<file path="src/rtl/pintc_pkg.sv">
// Package of the interrupt controller: offsets, fields, reset values
// Assumes a 32-bit APB slave with byte addresses; registers are 8 bits
package pintc_pkg;
   // Register byte offsets
   localparam logic [7:0] OFS_MAIN = 8'h00;
   localparam logic [7:0] OFS_EDGE = 8'h04;
   localparam logic [7:0] OFS_EXT = 8'h08;
   localparam logic [7:0] OFS_PFLAG = 8'h0C;
   localparam logic [7:0] OFS_PEN = 8'h10;
   localparam logic [7:0] OFS_PPRIO = 8'h14;
   localparam logic [7:0] OFS_CHG_EN = 8'h18;
   localparam logic [7:0] OFS_PU_EN = 8'h1C;
   localparam logic [7:0] OFS_CFG = 8'h20;
   localparam logic [7:0] OFS_STAT = 8'h24;
   // Values after reset
   localparam logic [7:0] RST_MAIN = 8'h00;
   localparam logic [7:0] RST_EDGE = 8'hF5;
   localparam logic [7:0] RST_EXT = 8'hC0;
   localparam logic [7:0] RST_PFLAG = 8'h00;
   localparam logic [7:0] RST_PEN = 8'h00;
   localparam logic [7:0] RST_PPRIO = 8'hFF;
   localparam logic [7:0] RST_CHG_EN = 8'h00;
   localparam logic [7:0] RST_PU_EN = 8'h00;
   // Writable bit masks; the rest read as zero or are read-only
   localparam logic [7:0] WM_EDGE = 8'hF5;
   localparam logic [7:0] WM_EXT = 8'hDB;
   localparam logic [7:0] WM_PFLAG = 8'hCF;
   localparam logic [7:0] WM_CHG = 8'hF0;
   // Main register fields
   localparam int B_GIE = 7;
   localparam int B_PEIE = 6;
   localparam int B_T0EN = 5;
   localparam int B_I0EN = 4;
   localparam int B_RBEN = 3;
   localparam int B_T0F = 2;
   localparam int B_I0F = 1;
   localparam int B_RBF = 0;
   // Edge and priority register fields
   localparam int B_PUDIS = 7;
   localparam int B_EDGE0 = 6;
   localparam int B_T0P = 2;
   localparam int B_RBP = 0;
   // External pins register fields
   localparam int B_I2P = 7;
   localparam int B_I1P = 6;
   localparam int B_I2EN = 4;
   localparam int B_I1EN = 3;
   localparam int B_I2F = 1;
   localparam int B_I1F = 0;
   // Peripheral flag fields
   localparam int B_PSP = 7;
   localparam int B_RX = 5;
   localparam int B_TX = 4;
   localparam int B_CCP = 2;
   // Entry vectors
   localparam logic [15:0] VEC_HIGH = 16'h0008;
   localparam logic [15:0] VEC_LOW = 16'h0018;
   // Pin event to request latency in cycles
   localparam int LAT_MIN = 3;
   localparam int LAT_MAX = 4;
endpackage

</file>
<file path="src/rtl/pintc_top.sv">
// Interrupt controller of an 8-bit core: flags, enables, priorities
// Assumes an APB master, a core that acknowledges requests at an
// instruction boundary, and same-clock peripheral event pulses
//
// Local design decisions: the APB slave port and the register addresses.
`timescale 1ns/1ps
module pintc_top import pintc_pkg::*; #(
   parameter bit HAS_SLAVE_PORT = 1'b1
) (
   input wire logic clk,
   input wire logic reset,
   input wire logic psel,
   input wire logic penable,
   input wire logic pwrite,
   input wire logic [11:0] paddr,
   input wire logic [31:0] pwdata,
   output logic [31:0] prdata,
   output logic pready,
   output logic pslverr,
   input wire logic [2:0] ext_pin,
   input wire logic [7:4] portb_pin,
   input wire logic portb_read,
   input wire logic [7:0] portb_is_input,
   output logic [7:0] pullup_on,
   input wire logic timer0_overflow,
   input wire logic [7:0] periph_event,
   input wire logic ccp1_pwm_mode,
   input wire logic rx_buffer_full,
   input wire logic tx_buffer_empty,
   input wire logic core_ack,
   input wire logic core_return_from_irq_instr,
   input wire logic [15:0] core_return_pc,
   output logic irq_req,
   output logic stack_push,
   output logic [15:0] stack_push_addr,
   output logic pc_load,
   output logic [15:0] pc_load_addr
);
   import pintc_pkg::*;

   logic [7:0] reg_main; // Enables and core flags
   logic [7:0] reg_edge; // Edge select, pull-up and priority
   logic [7:0] reg_ext; // External pins 1 and 2
   logic [7:0] reg_pflag; // Peripheral flags, stored part
   logic [7:0] reg_pen; // Peripheral enables
   logic [7:0] reg_pprio; // Peripheral priorities
   logic [7:0] reg_chg_en; // Per-pin change enables
   logic [7:0] reg_pu_en; // Per-pin pull-up enables
   logic prio_on; // Two-level priority mode
   logic hi_active; // High service in progress
   logic lo_active; // Low service in progress
   logic [2:0] sync1, sync2, sync3; // Pin synchronisers
   logic [7:4] pb1, pb2, pb3; // Port pin synchronisers
   logic [7:4] pb_latch; // Value seen at last port read
   logic [7:4] pb_changed; // Pins that changed since last read
   logic [2:0] ext_edge; // Qualified pin edges
   logic [2:0] ext_lvl; // Accepted pin levels
   logic [7:4] pb_lvl; // Accepted port levels
   logic [3:0] fill_sr; // Marks stages holding real samples
   logic lvl_ok; // Accepted levels are trustworthy
   logic [7:0] pflag_view; // Peripheral flags as read
   logic [7:0] rd_value; // Read mux
   logic wr_en; // Access-phase write
   logic mapped; // Address hits a register
   logic req_hi, req_lo; // Pending requests by level
   logic take_hi; // Entry level chosen at ack

   // Address decode shared by read mux and error answer
   function automatic logic is_ofs(input logic [11:0] a,
                                   input logic [7:0] o);
      is_ofs = (a == {4'h0, o});
   endfunction

   // Edge qualifier for one external pin
   function automatic logic edge_hit(input logic now, input logic old,
                                     input logic rising);
      edge_hit = rising ? (now & ~old) : (~now & old);
   endfunction

   // APB slave: zero wait states, error on unmapped address
   assign pready = 1'b1;
   assign wr_en = psel & penable & pwrite;
   assign mapped = is_ofs(paddr, OFS_MAIN) | is_ofs(paddr, OFS_EDGE)
      | is_ofs(paddr, OFS_EXT) | is_ofs(paddr, OFS_PFLAG)
      | is_ofs(paddr, OFS_PEN) | is_ofs(paddr, OFS_PPRIO)
      | is_ofs(paddr, OFS_CHG_EN) | is_ofs(paddr, OFS_PU_EN)
      | is_ofs(paddr, OFS_CFG) | is_ofs(paddr, OFS_STAT);
   assign pslverr = psel & penable & ~mapped;

   // Three-flop synchronisers for pins
   always_ff @(posedge clk or posedge reset) begin
      if (reset) begin
         sync1 <= 3'h0;
         sync2 <= 3'h0;
         sync3 <= 3'h0;
         pb1 <= 4'h0;
         pb2 <= 4'h0;
         pb3 <= 4'h0;
      end else begin
         sync1 <= ext_pin;
         sync2 <= sync1;
         sync3 <= sync2;
         pb1 <= portb_pin;
         pb2 <= pb1;
         pb3 <= pb2;
      end
   end

   // Accepted levels: majority of stages two, three and the old level,
   // so a change counts once those stages agree; right after reset the
   // levels load silently, keeping a high pin from faking an edge
   // Fixed pin latency
   always_ff @(posedge clk or posedge reset) begin
      if (reset) begin
         fill_sr <= 4'h0;
         ext_lvl <= 3'h0;
         pb_lvl <= 4'h0;
      end else begin
         fill_sr <= {fill_sr[2:0], 1'b1};
         if (!lvl_ok) begin
            ext_lvl <= sync3;
            pb_lvl <= pb3;
         end else begin
            ext_lvl <= (sync2 & sync3) | (ext_lvl & (sync2 | sync3));
            pb_lvl <= (pb2 & pb3) | (pb_lvl & (pb2 | pb3));
         end
      end
   end
   assign lvl_ok = fill_sr[3];

   // Edge detect per pin once stages two and three agree
   // Edge polarity select
   genvar gi;
   generate
      for (gi = 0; gi < 3; gi++) begin : g_edge
         assign ext_edge[gi] = lvl_ok & (sync2[gi] == sync3[gi])
            & edge_hit(sync3[gi], ext_lvl[gi], reg_edge[B_EDGE0 - gi]);
      end
   endgenerate

   // Port latch and change tracking, refreshed by a port read
   // Mismatch against last read
   always_ff @(posedge clk or posedge reset) begin
      if (reset) begin
         pb_latch <= 4'h0;
         pb_changed <= 4'h0;
      end else if (portb_read) begin
         pb_latch <= pb_lvl;
         pb_changed <= 4'h0;
      end else begin
         pb_changed <= pb_changed | (pb_lvl ^ pb_latch);
      end
   end

   // Service state and entry level
   // Low is held off during high service
   always_comb begin
      logic [4:0] f, e, p;
      logic [7:0] pact;
      f = {reg_ext[B_I2F], reg_ext[B_I1F], reg_main[B_RBF],
           reg_main[B_I0F], reg_main[B_T0F]};
      e = {reg_ext[B_I2EN], reg_ext[B_I1EN],
           reg_main[B_RBEN] & |(pb_changed & reg_chg_en[7:4]),
           reg_main[B_I0EN], reg_main[B_T0EN]};
      p = {reg_ext[B_I2P], reg_ext[B_I1P], reg_edge[B_RBP], 1'b1,
           reg_edge[B_T0P]};
      pact = pflag_view & reg_pen;
      if (prio_on) begin
         req_hi = reg_main[B_GIE]
            & (|(f & e & p) | |(pact & reg_pprio));
         req_lo = reg_main[B_GIE] & reg_main[B_PEIE] & ~hi_active
            & (|(f & e & ~p) | |(pact & ~reg_pprio));
      end else begin
         req_hi = reg_main[B_GIE]
            & (|(f & e) | (reg_main[B_PEIE] & |pact));
         req_lo = 1'b0;
      end
   end
   assign irq_req = req_hi | req_lo;
   assign take_hi = req_hi;

   // Main register: software writes, hardware sets, entry and return
   // Main register layout
   always_ff @(posedge clk or posedge reset) begin
      if (reset) begin
         reg_main <= RST_MAIN;
      end else begin
         logic [7:0] next_main;
         next_main = (wr_en && is_ofs(paddr, OFS_MAIN)) ?
            pwdata[7:0] : reg_main;
         if (core_return_from_irq_instr) begin
            if (!prio_on || hi_active) begin
               next_main[B_GIE] = 1'b1;
            end else begin
               next_main[B_PEIE] = 1'b1;
            end
         end
         if (core_ack && irq_req) begin
            if (!prio_on || take_hi) begin
               next_main[B_GIE] = 1'b0;
            end else begin
               next_main[B_PEIE] = 1'b0;
            end
         end
         next_main[B_T0F] = next_main[B_T0F] | timer0_overflow;
         next_main[B_I0F] = next_main[B_I0F] | ext_edge[0];
         next_main[B_RBF] = next_main[B_RBF] | |(pb_lvl ^ pb_latch);
         reg_main <= next_main;
      end
   end

   // Edge/priority and external pin registers
   // Pin 1 and 2 enables and flags
   always_ff @(posedge clk or posedge reset) begin
      if (reset) begin
         reg_edge <= RST_EDGE;
         reg_ext <= RST_EXT;
      end else begin
         logic [7:0] next_ext;
         next_ext = (wr_en && is_ofs(paddr, OFS_EXT)) ?
            (pwdata[7:0] & WM_EXT) : reg_ext;
         next_ext[B_I1F] = next_ext[B_I1F] | ext_edge[1];
         next_ext[B_I2F] = next_ext[B_I2F] | ext_edge[2];
         reg_ext <= next_ext;
         if (wr_en && is_ofs(paddr, OFS_EDGE)) begin
            reg_edge <= pwdata[7:0] & WM_EDGE;
         end
      end
   end

   // Peripheral flags; serial bits are live mirrors
   // Peripheral event flags
   always_ff @(posedge clk or posedge reset) begin
      if (reset) begin
         reg_pflag <= RST_PFLAG;
      end else begin
         logic [7:0] next_pflag;
         logic [7:0] ev;
         ev = periph_event & WM_PFLAG;
         ev[B_CCP] = ev[B_CCP] & ~ccp1_pwm_mode;
         ev[B_PSP] = ev[B_PSP] & HAS_SLAVE_PORT;
         next_pflag = (wr_en && is_ofs(paddr, OFS_PFLAG)) ?
            (pwdata[7:0] & WM_PFLAG) : reg_pflag;
         next_pflag = next_pflag | ev;
         next_pflag[B_PSP] = next_pflag[B_PSP] & HAS_SLAVE_PORT;
         reg_pflag <= next_pflag;
      end
   end

   always_comb begin
      pflag_view = reg_pflag;
      pflag_view[B_RX] = rx_buffer_full;
      pflag_view[B_TX] = tx_buffer_empty;
   end

   // Plain configuration registers
   always_ff @(posedge clk or posedge reset) begin
      if (reset) begin
         reg_pen <= RST_PEN;
         reg_pprio <= RST_PPRIO;
         reg_chg_en <= RST_CHG_EN;
         reg_pu_en <= RST_PU_EN;
         prio_on <= 1'b0;
      end else if (wr_en) begin
         if (is_ofs(paddr, OFS_PEN)) begin
            reg_pen <= pwdata[7:0];
         end
         if (is_ofs(paddr, OFS_PPRIO)) begin
            reg_pprio <= pwdata[7:0];
         end
         if (is_ofs(paddr, OFS_CHG_EN)) begin
            reg_chg_en <= pwdata[7:0] & WM_CHG;
         end
         if (is_ofs(paddr, OFS_PU_EN)) begin
            reg_pu_en <= pwdata[7:0];
         end
         if (is_ofs(paddr, OFS_CFG)) begin
            prio_on <= pwdata[0];
         end
      end
   end

   // Service tracking: entry marks the level, return clears one
   always_ff @(posedge clk or posedge reset) begin
      if (reset) begin
         hi_active <= 1'b0;
         lo_active <= 1'b0;
      end else if (core_ack && irq_req) begin
         if (take_hi) begin
            hi_active <= 1'b1;
         end else begin
            lo_active <= 1'b1;
         end
      end else if (core_return_from_irq_instr) begin
         if (hi_active) begin
            hi_active <= 1'b0;
         end else begin
            lo_active <= 1'b0;
         end
      end
   end

   // Entry outputs one cycle after the acknowledge
   // Push return and load vector
   always_ff @(posedge clk or posedge reset) begin
      if (reset) begin
         stack_push <= 1'b0;
         pc_load <= 1'b0;
         stack_push_addr <= 16'h0000;
         pc_load_addr <= 16'h0000;
      end else begin
         stack_push <= core_ack & irq_req;
         pc_load <= core_ack & irq_req;
         if (core_ack && irq_req) begin
            stack_push_addr <= core_return_pc;
            pc_load_addr <= (take_hi || !prio_on) ? VEC_HIGH : VEC_LOW;
         end
      end
   end

   // Pull-ups on input pins only, unless all are disabled
   // Pull-up gating
   always_ff @(posedge clk or posedge reset) begin
      if (reset) begin
         pullup_on <= 8'h00;
      end else begin
         pullup_on <= reg_edge[B_PUDIS] ? 8'h00
            : (reg_pu_en & portb_is_input);
      end
   end

   // Read mux, sampled in the setup cycle
   always_comb begin
      rd_value = 8'h00;
      if (is_ofs(paddr, OFS_MAIN)) rd_value = reg_main;
      if (is_ofs(paddr, OFS_EDGE)) rd_value = reg_edge;
      if (is_ofs(paddr, OFS_EXT)) rd_value = reg_ext;
      if (is_ofs(paddr, OFS_PFLAG)) rd_value = pflag_view;
      if (is_ofs(paddr, OFS_PEN)) rd_value = reg_pen;
      if (is_ofs(paddr, OFS_PPRIO)) rd_value = reg_pprio;
      if (is_ofs(paddr, OFS_CHG_EN)) rd_value = reg_chg_en;
      if (is_ofs(paddr, OFS_PU_EN)) rd_value = reg_pu_en;
      if (is_ofs(paddr, OFS_CFG)) rd_value = {7'h00, prio_on};
      if (is_ofs(paddr, OFS_STAT)) begin
         rd_value = {5'h00, irq_req, lo_active, hi_active};
      end
   end

   // Read data register
   always_ff @(posedge clk or posedge reset) begin
      if (reset) begin
         prdata <= 32'h0000_0000;
      end else if (psel && !penable && !pwrite) begin
         prdata <= {24'h000000, rd_value};
      end
   end

   // Entry clears the level enable on the next edge
   entry_clear_a: assert property (@(posedge clk) disable iff (reset)
      core_ack && irq_req && (!prio_on || req_hi)
      |=> !reg_main[B_GIE])
      else $error("global enable not cleared on entry");

   // No request while the top enable is off
   gie_off_a: assert property (@(posedge clk) disable iff (reset)
      !reg_main[B_GIE] |-> !irq_req)
      else $error("request with global enable off");

   // Low request needs both enables and no high service
   low_gate_a: assert property (@(posedge clk) disable iff (reset)
      req_lo |-> prio_on && reg_main[B_PEIE] && !hi_active)
      else $error("low request while blocked");

   // Vector follows level one cycle after acknowledge
   vector_load_a: assert property (@(posedge clk) disable iff (reset)
      core_ack && irq_req |=> pc_load && stack_push
      && pc_load_addr == ((!$past(prio_on) || $past(req_hi))
      ? VEC_HIGH : VEC_LOW))
      else $error("wrong vector load");

   // Return in compat mode sets the top enable
   return_from_irq_instr_set_a: assert property (@(posedge clk) disable iff (reset)
      core_return_from_irq_instr && !core_ack && !prio_on |=> reg_main[B_GIE])
      else $error("return did not restore enable");

   // An agreed rising pin level sets its flag on the next edge
   pin_latency_a: assert property (@(posedge clk) disable iff (reset)
      lvl_ok && $rose(sync3[0]) && sync2[0] && !ext_lvl[0]
      && reg_edge[B_EDGE0] |=> reg_main[B_I0F])
      else $error("pin flag late");

   // Timer event always sets its flag
   flag_set_a: assert property (@(posedge clk) disable iff (reset)
      timer0_overflow |=> reg_main[B_T0F])
      else $error("timer flag lost");

   // Unimplemented bits stay zero
   unimpl_zero_a: assert property (@(posedge clk) disable iff (reset)
      reg_edge[3] == 1'b0 && reg_edge[1] == 1'b0
      && reg_ext[5] == 1'b0 && reg_ext[2] == 1'b0)
      else $error("unimplemented bit set");

   // Pull-ups follow disable bit
   pullup_off_a: assert property (@(posedge clk) disable iff (reset)
      reg_edge[B_PUDIS] |=> pullup_on == 8'h00)
      else $error("pull-up active while disabled");

   // Slave port flag absent on the small variant
   psp_absent_a: assert property (@(posedge clk) disable iff (reset)
      !HAS_SLAVE_PORT |-> !pflag_view[B_PSP])
      else $error("slave port flag set");
endmodule

</file>
<file path="config.mk">
export PLATFORM = sky130hd
export DESIGN_NAME = pintc_top
export DESIGN_NICKNAME = d
export VERILOG_FILES = /design/src/rtl/pintc_pkg.sv /design/src/rtl/pintc_top.sv
export SDC_FILE = /design/constraint.sdc
export NUM_CORES = 1
export LEC_CHECK = 0
export BUFFER_PORTS_ARGS = -buffer_cell sky130_fd_sc_hd__buf_2
export CAP_MARGIN = 20
export CORE_MARGIN = 2
export CORE_UTILIZATION = 29
export CTS_BUF_LIST = sky130_fd_sc_hd__clkbuf_8 sky130_fd_sc_hd__clkbuf_16
export DETAILED_ROUTE_END_ITERATION = 10
export GPL_ROUTABILITY_DRIVEN = 0
export PLACE_DENSITY = 0.59
export SETUP_SLACK_MARGIN = 0.2
export SLEW_MARGIN = 20
export SYNTH_ARGS = -nofsm -noshare
export SYNTH_HDL_FRONTEND = slang
export SYNTH_SLANG_ARGS = --single-unit
</file>
<file path="constraint.sdc">
create_clock -name clk -period 4.6 [get_ports clk]
set_input_delay 0.46 -clock clk [delete_from_list [all_inputs] [get_ports clk]]
set_output_delay 0.46 -clock clk [all_outputs]
set_load 0.005 [all_outputs]
</file>
; ---- Word level (Yosys, flattened, before mapping)
; Cells that the tools add are included.
[classes]
magnitude_cmp = 0
n_reduce_logical = 29
n_mul = 0
eq_ne = 15
add_sub_neg = 0
bitwise_logic = 72
div_mod_pow = 0
n_mux = 36
shift = 0
[ops]
columns = operator, count
row1 = $mux 8, 13
row2 = $eq 12x5->1 const B, 4
row3 = $and 8x8->8, 4
row4 = $and 1x1->1, 24
row5 = $eq 12x4->1 const B, 2
row6 = $eq 12x6->1 const B, 2
row7 = $reduce_or 8->1, 3
row8 = $or 1x1->1, 18
row9 = $mux 1, 16
row10 = $and 5x5->5, 3
row11 = $reduce_or 5->1, 3
row12 = $and 4x4->4, 3
row13 = $eq 12x3->1 const B, 1
row14 = $logic_not 12->1, 1
row15 = $or 4x4->4, 3
row16 = $reduce_and 2->1, 6
row17 = $not 1->1, 9
row18 = $mux 4, 2
row19 = $not 8->8, 1
row20 = $or 8x8->8, 1
row21 = $reduce_or 4->1, 2
row22 = $logic_and 1x1->1, 7
row23 = $and 3x3->3, 2
row24 = $mux 2, 3
row25 = other kinds (12), 19
[totals]
input_bits = 95
mem_bits_rw = 0
rom_bits = 0
elab_cells = 181
ff_bits = 148
latch_bits = 0
memories = 0
output_inout_bits = 77

; ---- Longest topological paths before layout
; Gate-level depths: netlist (run 1).
[logic_depth]
ltp_word = 13
mapped_depth = 8
ltp_nobuf = 6

; ---- Worst setup path after synthesis (run 1)
; OpenSTA, ideal clock, no wires.
[synth_path]
path_type = in2out
from = input paddr[2]
to = output pslverr
arrival_ps = 1876
path_buffers = 3
cell_stages = 6
required_ps = 4140
path_slack_ps = 2264
cell_sequence = clkbuf_1 -> clkbuf_1 -> buf_2 -> a21oi_1 -> or3_1 -> nor2_1
[synth_between]
elab_chain_len = 12
word_cells_on_any_way = 21
classes_between = 9 x eq/ne / 11 x bitwise / 1 x reduce/logical
[synth_rtl]
columns = element, line_no
row1 = from (decl), pintc_top.sv:15  ; input wire logic [11:0] paddr,
row2 = $eq 12x3->1 / $logic_not 12->1 (equally long branches), pintc_top.sv:71  ; is_ofs = (a == {4'h0, o});
row3 = $or 1x1->1, pintc_top.sv:83  ; assign mapped = is_ofs(paddr, OFS_MAIN) | is_ofs(paddr, OFS_EDGE)
row4 = $or 1x1->1 (2 in series), pintc_top.sv:84  ; | is_ofs(paddr, OFS_EXT) | is_ofs(paddr, OFS_PFLAG)
row5 = $or 1x1->1 (2 in series), pintc_top.sv:85  ; | is_ofs(paddr, OFS_PEN) | is_ofs(paddr, OFS_PPRIO)
row6 = $or 1x1->1 (2 in series), pintc_top.sv:86  ; | is_ofs(paddr, OFS_CHG_EN) | is_ofs(paddr, OFS_PU_EN)
row7 = $or 1x1->1, pintc_top.sv:87  ; | is_ofs(paddr, OFS_CFG) | is_ofs(paddr, OFS_STAT);
row8 = $or 1x1->1 *, pintc_top.sv:87
row9 = $not 1->1 *, pintc_top.sv:88  ; assign pslverr = psel & penable & ~mapped;
row10 = $and 1x1->1 *, pintc_top.sv:88
row11 = to (decl), pintc_top.sv:19  ; output logic pslverr,
; Every way passes the cells marked *; elsewhere a longest branch is shown, timed or not.

; ---- Worst setup path in the final report (run 1)
[layout_path]
from = input paddr[9]
to = output pslverr
; The elaborated chain is that of the path after synthesis.

==> reports/results.ini, run 1 <==
[synthesis]
syn_avg_cell_area_sq_um=11.18
synth_edf_count=0
yosysTopAreaCell=dfrtp_1
synthTopCellsByArea=dfrtp_1 46%, mux2_2 11%, dfstp_2 6.6%, buf_4 4.7%, nand2_1 3.0%
ys_seq_elements=132
ys_warn_count=0
synth_flop_cell=dfrtp_1
netlist_area_sq_um=6370
synth-async-reset-ratio=1.000
synth_top_area_frac=0.4557
yosysSeqAreaShare=0.5217
synth_cell_types=65
syn_inst=570

[job]
drv_cap=0

[floorplan]
die-area_sq_um=23170
io_pins=172
die_h_um=152.2
fp.dieW_um=152.2
rows=54
core_area_sq_um=21690
initial_core_util=0.2937

[finish]
drive_above_1_share=0.3348
final_cell_mix=116 x dfrtp_1, 106 x buf_2, 62 x mux2_2
multi_input_area_sq_um=2758
seqCellArea_sq_um=3323
synthToLayoutAreaGrowth_pct=19.58
stdcell_count=971
layout_commonest_cell=dfrtp_1
fin_nets=778
fillCellCount=2208

[cts]
htreeDepth=4
clock_latency_ns=0.43
cts_hold_buf=0
cts_resized=0
clockBufferDepth=2
cts_setup_buffers=0
cts_tree=built
cts_buffers=17
path_clk_slew_ns=0.07
cts_sinks=132
clockRootBuffer=clkbuf_16

[critical_path]
critPathCaptureType=output port
r2r_slack_ns=1.91
start_kind=input pin
r2r-start=reg_pprio[3]
worstPathRequired_ns=4.14
cp_max_fo=7
worstSetupPathType=input pin to output port
ff2ff_path_depth=6
cp.arrival_ns=2.38
reg2reg_to=stack_push_addr[1]

[grt]
track_usage=0.1450
grt_pass1_wl_um=26030
grt_pass1_vias=4494
overflow=0
grt_max_degree=101
antenna_found_initial=1

[hold_path]
holdCritPathClass=input pin to flop
whs_endpoint=pb1[6]
hold-path-cell-count=1
hold_start=portb_pin[6]

[sta]
relSlewSlack=0.4024
tns_ns=0
period_needed_ns=2.836
max_freq_ghz=0.3527
slew_violations=0
rsz0062_at_grt=no
setup_viol_count_final=0
hold_viol=0
finalCritPeriodShare=0.6164
worst_slew_pin_slew_ns=0.8964
fin_skew_ns=0.01024

[detailed_routing]
vias=4612
first_iter_violations=289
firstDrtPassIters=5
vias_per_cell=4.750
drc_errors=0
drt-total-wl_um=16280
wire_per_inst_um=16.77
antenna_left=0

[status]
run_status=completed

[place]
dp.cells=938
io_buffers=106
hpwlAfterDp_um=11700

[pwr]
peakVddDrop_v=0.0002387
p_per_area_nw_per_um2=359.1
leakagePower_nw=3.557

-- kinds of logic (layout without fill, tap and decap cells) --
logic type | Yosys count | after routing | share of synthesized area
xor+xnor | 4 | 4 | 0.005499
mux | 81 | 81 | 0.1414
compound gates | 102 | 102 | 0.1055
buf+inv | 73 | 155 | 0.06777
other cells | 2 | 41 | 0.001179
simple gates | 170 | 170 | 0.1452
flops | 132 | 132 | 0.5217
fa+ha+maj | 6 | 6 | 0.01179
-- worst max path at each step --
stage	startpoint	endpoint	slack, ns	cells past startpoint
3_3_place_gp	paddr[9]	reg_edge[2]	1.72	5
5_1_grt	reg_pflag[2]	irq_req	1.66	6
4_1_cts	paddr[9]	pslverr	1.79	7
3_5_place_dp	paddr[9]	reg_edge[0]	1.77	5
6_report	paddr[9]	pslverr	1.76	7
2_1_floorplan	reset	ext_lvl[0]	0.64	1
-- sequential cells by signal, indices dropped and copies added, names as in the netlist, 8 cells and up --
register	count
reg_pen	8
pullup_on	8
reg_pprio	8
prdata	8
reg_pu_en	8
stack_push_addr	16
reg_main	8
-- cells in the mapped netlist (all sizes together), types with 3 or more instances --
library cell	count
a211o	6
a21oi	26
a22oi	3
a311oi	3
a31oi	3
a32oi	3
and3	3
and3b	3
buf	47
clkbuf	10
dfrtp	116
dfstp	16
ha	6
inv	16
mux2	62
mux2i	18
nand2	51
nand2b	7
nand3	14
nand3b	6
nand4	5
nor2	41
nor2b	11
nor3	8
nor4	6
o211ai	6
o21ai	28
o22ai	6
or3	5
xor2	4
-- routing by layer --
layer	GRT usage	vias to the layer above	routed length, um
li1	-	2188	-
met1	0.1964	2214	7473
met2	0.2239	195	7497
met3	0.04494	15	1050
met4	0.04361	0	260
met5	0	-	0
-- report_power, final --
part | total [mW] | internal (mW) | switching [mW]
Sequential | 1.23 | 1.20 | 0.0248
Clock | 1.33 | 0.724 | 0.609
Combinational | 0.177 | 0.0677 | 0.109
-- cell type report --
class	count	share of cell area
Multi-Input combinational cell	403	0.3620
Sequential cell	132	0.4363
Tap cell	280	0.04599
Inverter	16	0.008541
Timing Repair Buffer	107	0.07063
Antenna cell	1	0.0003285
Clock buffer	17	0.05585
Clock inverter	15	0.02037
-- worst max-delay path, stage by stage --
cell and delay, ns:
buf_2 0.11, or4_1 0.72, nor2_2 0.29, nand3_1 0.35
o2111ai_1 0.26, nor2_1 0.07, buf_2 0.12
-- per-stage QoR --
step / total power [mW] / util / worst slack, ns / area [sq um] / hold slack (ns)
finish: 2.735 / 0.3512 / 1.764 / 7617 / 0.1307
global route: 2.858 / 0.3511 / 1.655 / 7615 / 0.1079
CTS: 2.778 / 0.3511 / 1.789 / 7615 / 0.1130
detailed placement: 1.426 / 0.3243 / 1.773 / 7034 / 0.3347
global placement: 1.422 / 0.3243 / 1.722 / 7034 / 0.3316
floorplan: 1.366 / - / 0.6404 / 6513 / 0.3312
(Power assumes the default switching activity.)
==> inputs of run 2 (changes only) <==
- ABC_AREA: default -> 1
- clock period: 4.6 -> 2.9 ns (I/O delays scaled with it)
==> run 2 against run 1 <==
- synthesized cell count rose by 32%
- worst setup slack worse by 1.2 ns
- register-to-register slack lost 1.1 ns
- sequential power rose by 56%
- final cell count grew 20%
- clock power up 58%
- sequential share of layout area decreased by 0.91 points
- first-iteration DRC count is 25% higher
- utilization increased by 0.63 points
- combinational power grew 34%
- global-route usage grew 0.47 points
- critical endpoint is now irq_req
- largest cell class unchanged
==> reports/results.ini, run 2 <==
[status]
run_status=completed

[place]
io_buffers=106
hpwlAfterDp_um=12370

[pwr]
p_per_area_nw_per_um2=547.1
peakVddDrop_v=0.0003435
p_total_mw=4.256
leakagePower_nw=4.066

[synthesis]
ys_seq_elements=132
synth_edf_count=0
synth_top_family_by_area=simple AND/OR/NAND/NOR gates
yosysMostFrequentCell=nand2_1
netlist_area_sq_um=6414
synth_flop_cell=dfrtp_1
synth-async-reset-ratio=1.000
syn_inst=750
synthSimpleGateAreaFrac=0.2538
syn_avg_cell_area_sq_um=8.552
yosysTopAreaCell=dfrtp_1
synth_cell_types=45
synth_compound_area_frac=0.1022
synth_top_area_frac=0.4526
synthTopCellsByArea=dfrtp_1 45%, nand2_1 13%, dfstp_2 6.6%, o21ai_0 5.5%, buf_4 4.8%
synth_common_cells=220 x nand2_1, 116 x dfrtp_1, 71 x o21ai_0, 69 x inv_1, 45 x nor2_1
synth-xor-area-share=0.005462
ys_warn_count=0
synthMuxAreaShare=0.001561
synth_adder_area_share=0.01171
yosysSeqAreaShare=0.5181

[finish]
largest_reg_flops=16
fillCellCount=2259
synthToLayoutAreaGrowth_pct=21.28
drive_above_1_share=0.2359
regMostFlops=stack_push_addr
fin_util=0.3575
fin_nets=974
layout_commonest_cell=nand2_1
final_cell_mix=220 x nand2_1, 116 x dfrtp_1, 106 x buf_2

[floorplan]
io_pins=172
fp.dieW_um=152.7
rows=54
die_h_um=152.7
initial_core_util=0.2948
core_area_sq_um=21760
die-area_sq_um=23320

[grt]
grt_pass1_wl_um=27280
track_usage=0.1497
overflow=0
antenna_found_initial=1
grt_max_degree=48
grt_pass1_vias=5142

[critical_path]
r2r-start=reg_pprio[0]
cp_max_fo=5
cp.arrival_ns=2.08
reg2reg_to=pc_load_addr[3]
r2r_slack_ns=0.78
worstSetupPathType=flop to output port
start_kind=flop
path_common_cell=nand3_1
worstPathRequired_ns=2.61
slowest_stage=dfstp_2
ff2ff_path_depth=10
critPathCaptureType=output port
max_stage_delay_ns=0.54
crit_chain=inv_1 -> nand3_1 -> o21ai_0 -> nor4_1 -> nand3_1 -> nand2_4 -> nand2_8 -> buf_2

[sta]
setup_viol_count_final=0
worst_slew_pin_slew_ns=0.7298
rsz0062_at_grt=no
max_freq_ghz=0.4216
finalCritPeriodShare=0.8179
tns_ns=0
fin_skew_ns=0.006907
relSlewSlack=0.5125
whs_ns=0.06336
slew_violations=0
hold_viol=0
period_needed_ns=2.372

[detailed_routing]
drc_errors=0
firstDrtPassIters=5
wire_per_inst_um=14.29
vias=5217
drt-total-wl_um=16670
vias_per_cell=4.470
antenna_left=0
first_iter_violations=362

[cts]
clock_latency_ns=0.42
cts_sinks=132
htreeDepth=4
cts_setup_buffers=0
clockRootBuffer=clkbuf_16
clockBufferDepth=2
cts_resized=0
cts_tree=built
cts_hold_buf=8
cts_buffers=17
path_clk_slew_ns=0.06

[hold_path]
hold_start=periph_event[7]
holdCritPathClass=input pin to flop
hold-path-cell-count=2
whs_endpoint=reg_pflag[7]

[job]
drv_cap=0

-- run 2: cell count changes in the layout (fill, tap and decap cells not counted), moves of 7 or more --
| cell | delta |
|---|---|
| inv_2 | +8 |
| o21ai_0 | +45 |
| nand2_1 | +169 |
| nand2_2 | +25 |
| nand3_1 | +16 |
| nand2b_1 | -7 |
| mux2i_1 | -17 |
| a21oi_1 | -16 |
| mux2_2 | -62 |
| dlygate4sd3_1 | +8 |
| inv_6 | -7 |
| inv_1 | +55 |
| nor2b_1 | -11 |
-- run 2: report_power, final --
| part | internal (mW) | switching [mW] | total (mW) |
|---|---|---|---|
| sequential | 1.89 | 0.0304 | 1.92 |
| clock | 1.28 | 0.818 | 2.10 |
| combinational | 0.0855 | 0.152 | 0.237 |
-- run 2: logic make-up (layout without fill, tap and decap cells) --
logic type	count (synthesis)	count (layout)
other	2	41
adders and majority gates	6	6
DFF	132	132
AOI/OAI and AO/OA	116	116
and+or+nand+nor	359	359
muxes	1	1
buffers and inverters	130	228
xor gates and xnor gates	4	4
-- run 2: critical path, delay by kind of cell, from the launching register on --
family,cells,cell delay (ns)
AND/OR/NAND/NOR,5,0.80
flip-flops,1,0.54
buffers and inverters,2,0.22
AO/OA/AOI/OAI,1,0.10
-- run 2: how the worst max path moves through the flow --
stage	from	end	slack, ns	cells past startpoint
6_report	reg_pprio[0]	irq_req	0.53	8
5_1_grt	reg_pprio[0]	irq_req	0.39	8
4_1_cts	reg_pprio[0]	irq_req	0.56	8
3_5_place_dp	paddr[1]	reg_pprio[7]	0.75	8
3_3_place_gp	paddr[11]	pslverr	0.80	8
2_1_floorplan	reset	ext_lvl[0]	0.99	1
-- run 2: stage by stage --
stage	area (sq um)	std cells	worst slack, ns
after detailed placement	7117	1126	0.7516
after global routing	7776	1166	0.3905
after CTS	7776	1166	0.5557
after floorplan	6560	788	0.9859
after global placement	7117	1126	0.8028
final	7779	1167	0.5282
-- run 2: final cells by class --
class                      instances  area (sq um)  share of cell area
timing repair buffer             118         665.6             0.08557
tap                              280         350.3             0.04504
multi-input combinational        526          2554              0.3283
inverter                          78         304.0             0.03909
clock buffer                      18         439.2             0.05646
clock inverter                    14         140.1             0.01802
antenna                            1         2.502           0.0003217
sequential                       132          3323              0.4272
-- run 2: layer usage --
layer / up-vias / global-route usage / share of wire / routed length (um)
li1: 2587 / - / - / -
met1: 2425 / 0.2009 / 0.47 / 7859
met2: 174 / 0.2276 / 0.44 / 7338
met3: 31 / 0.04209 / 0.064 / 1065
met4: 0 / 0.06217 / 0.024 / 408
met5: - / 0 / 0 / 0
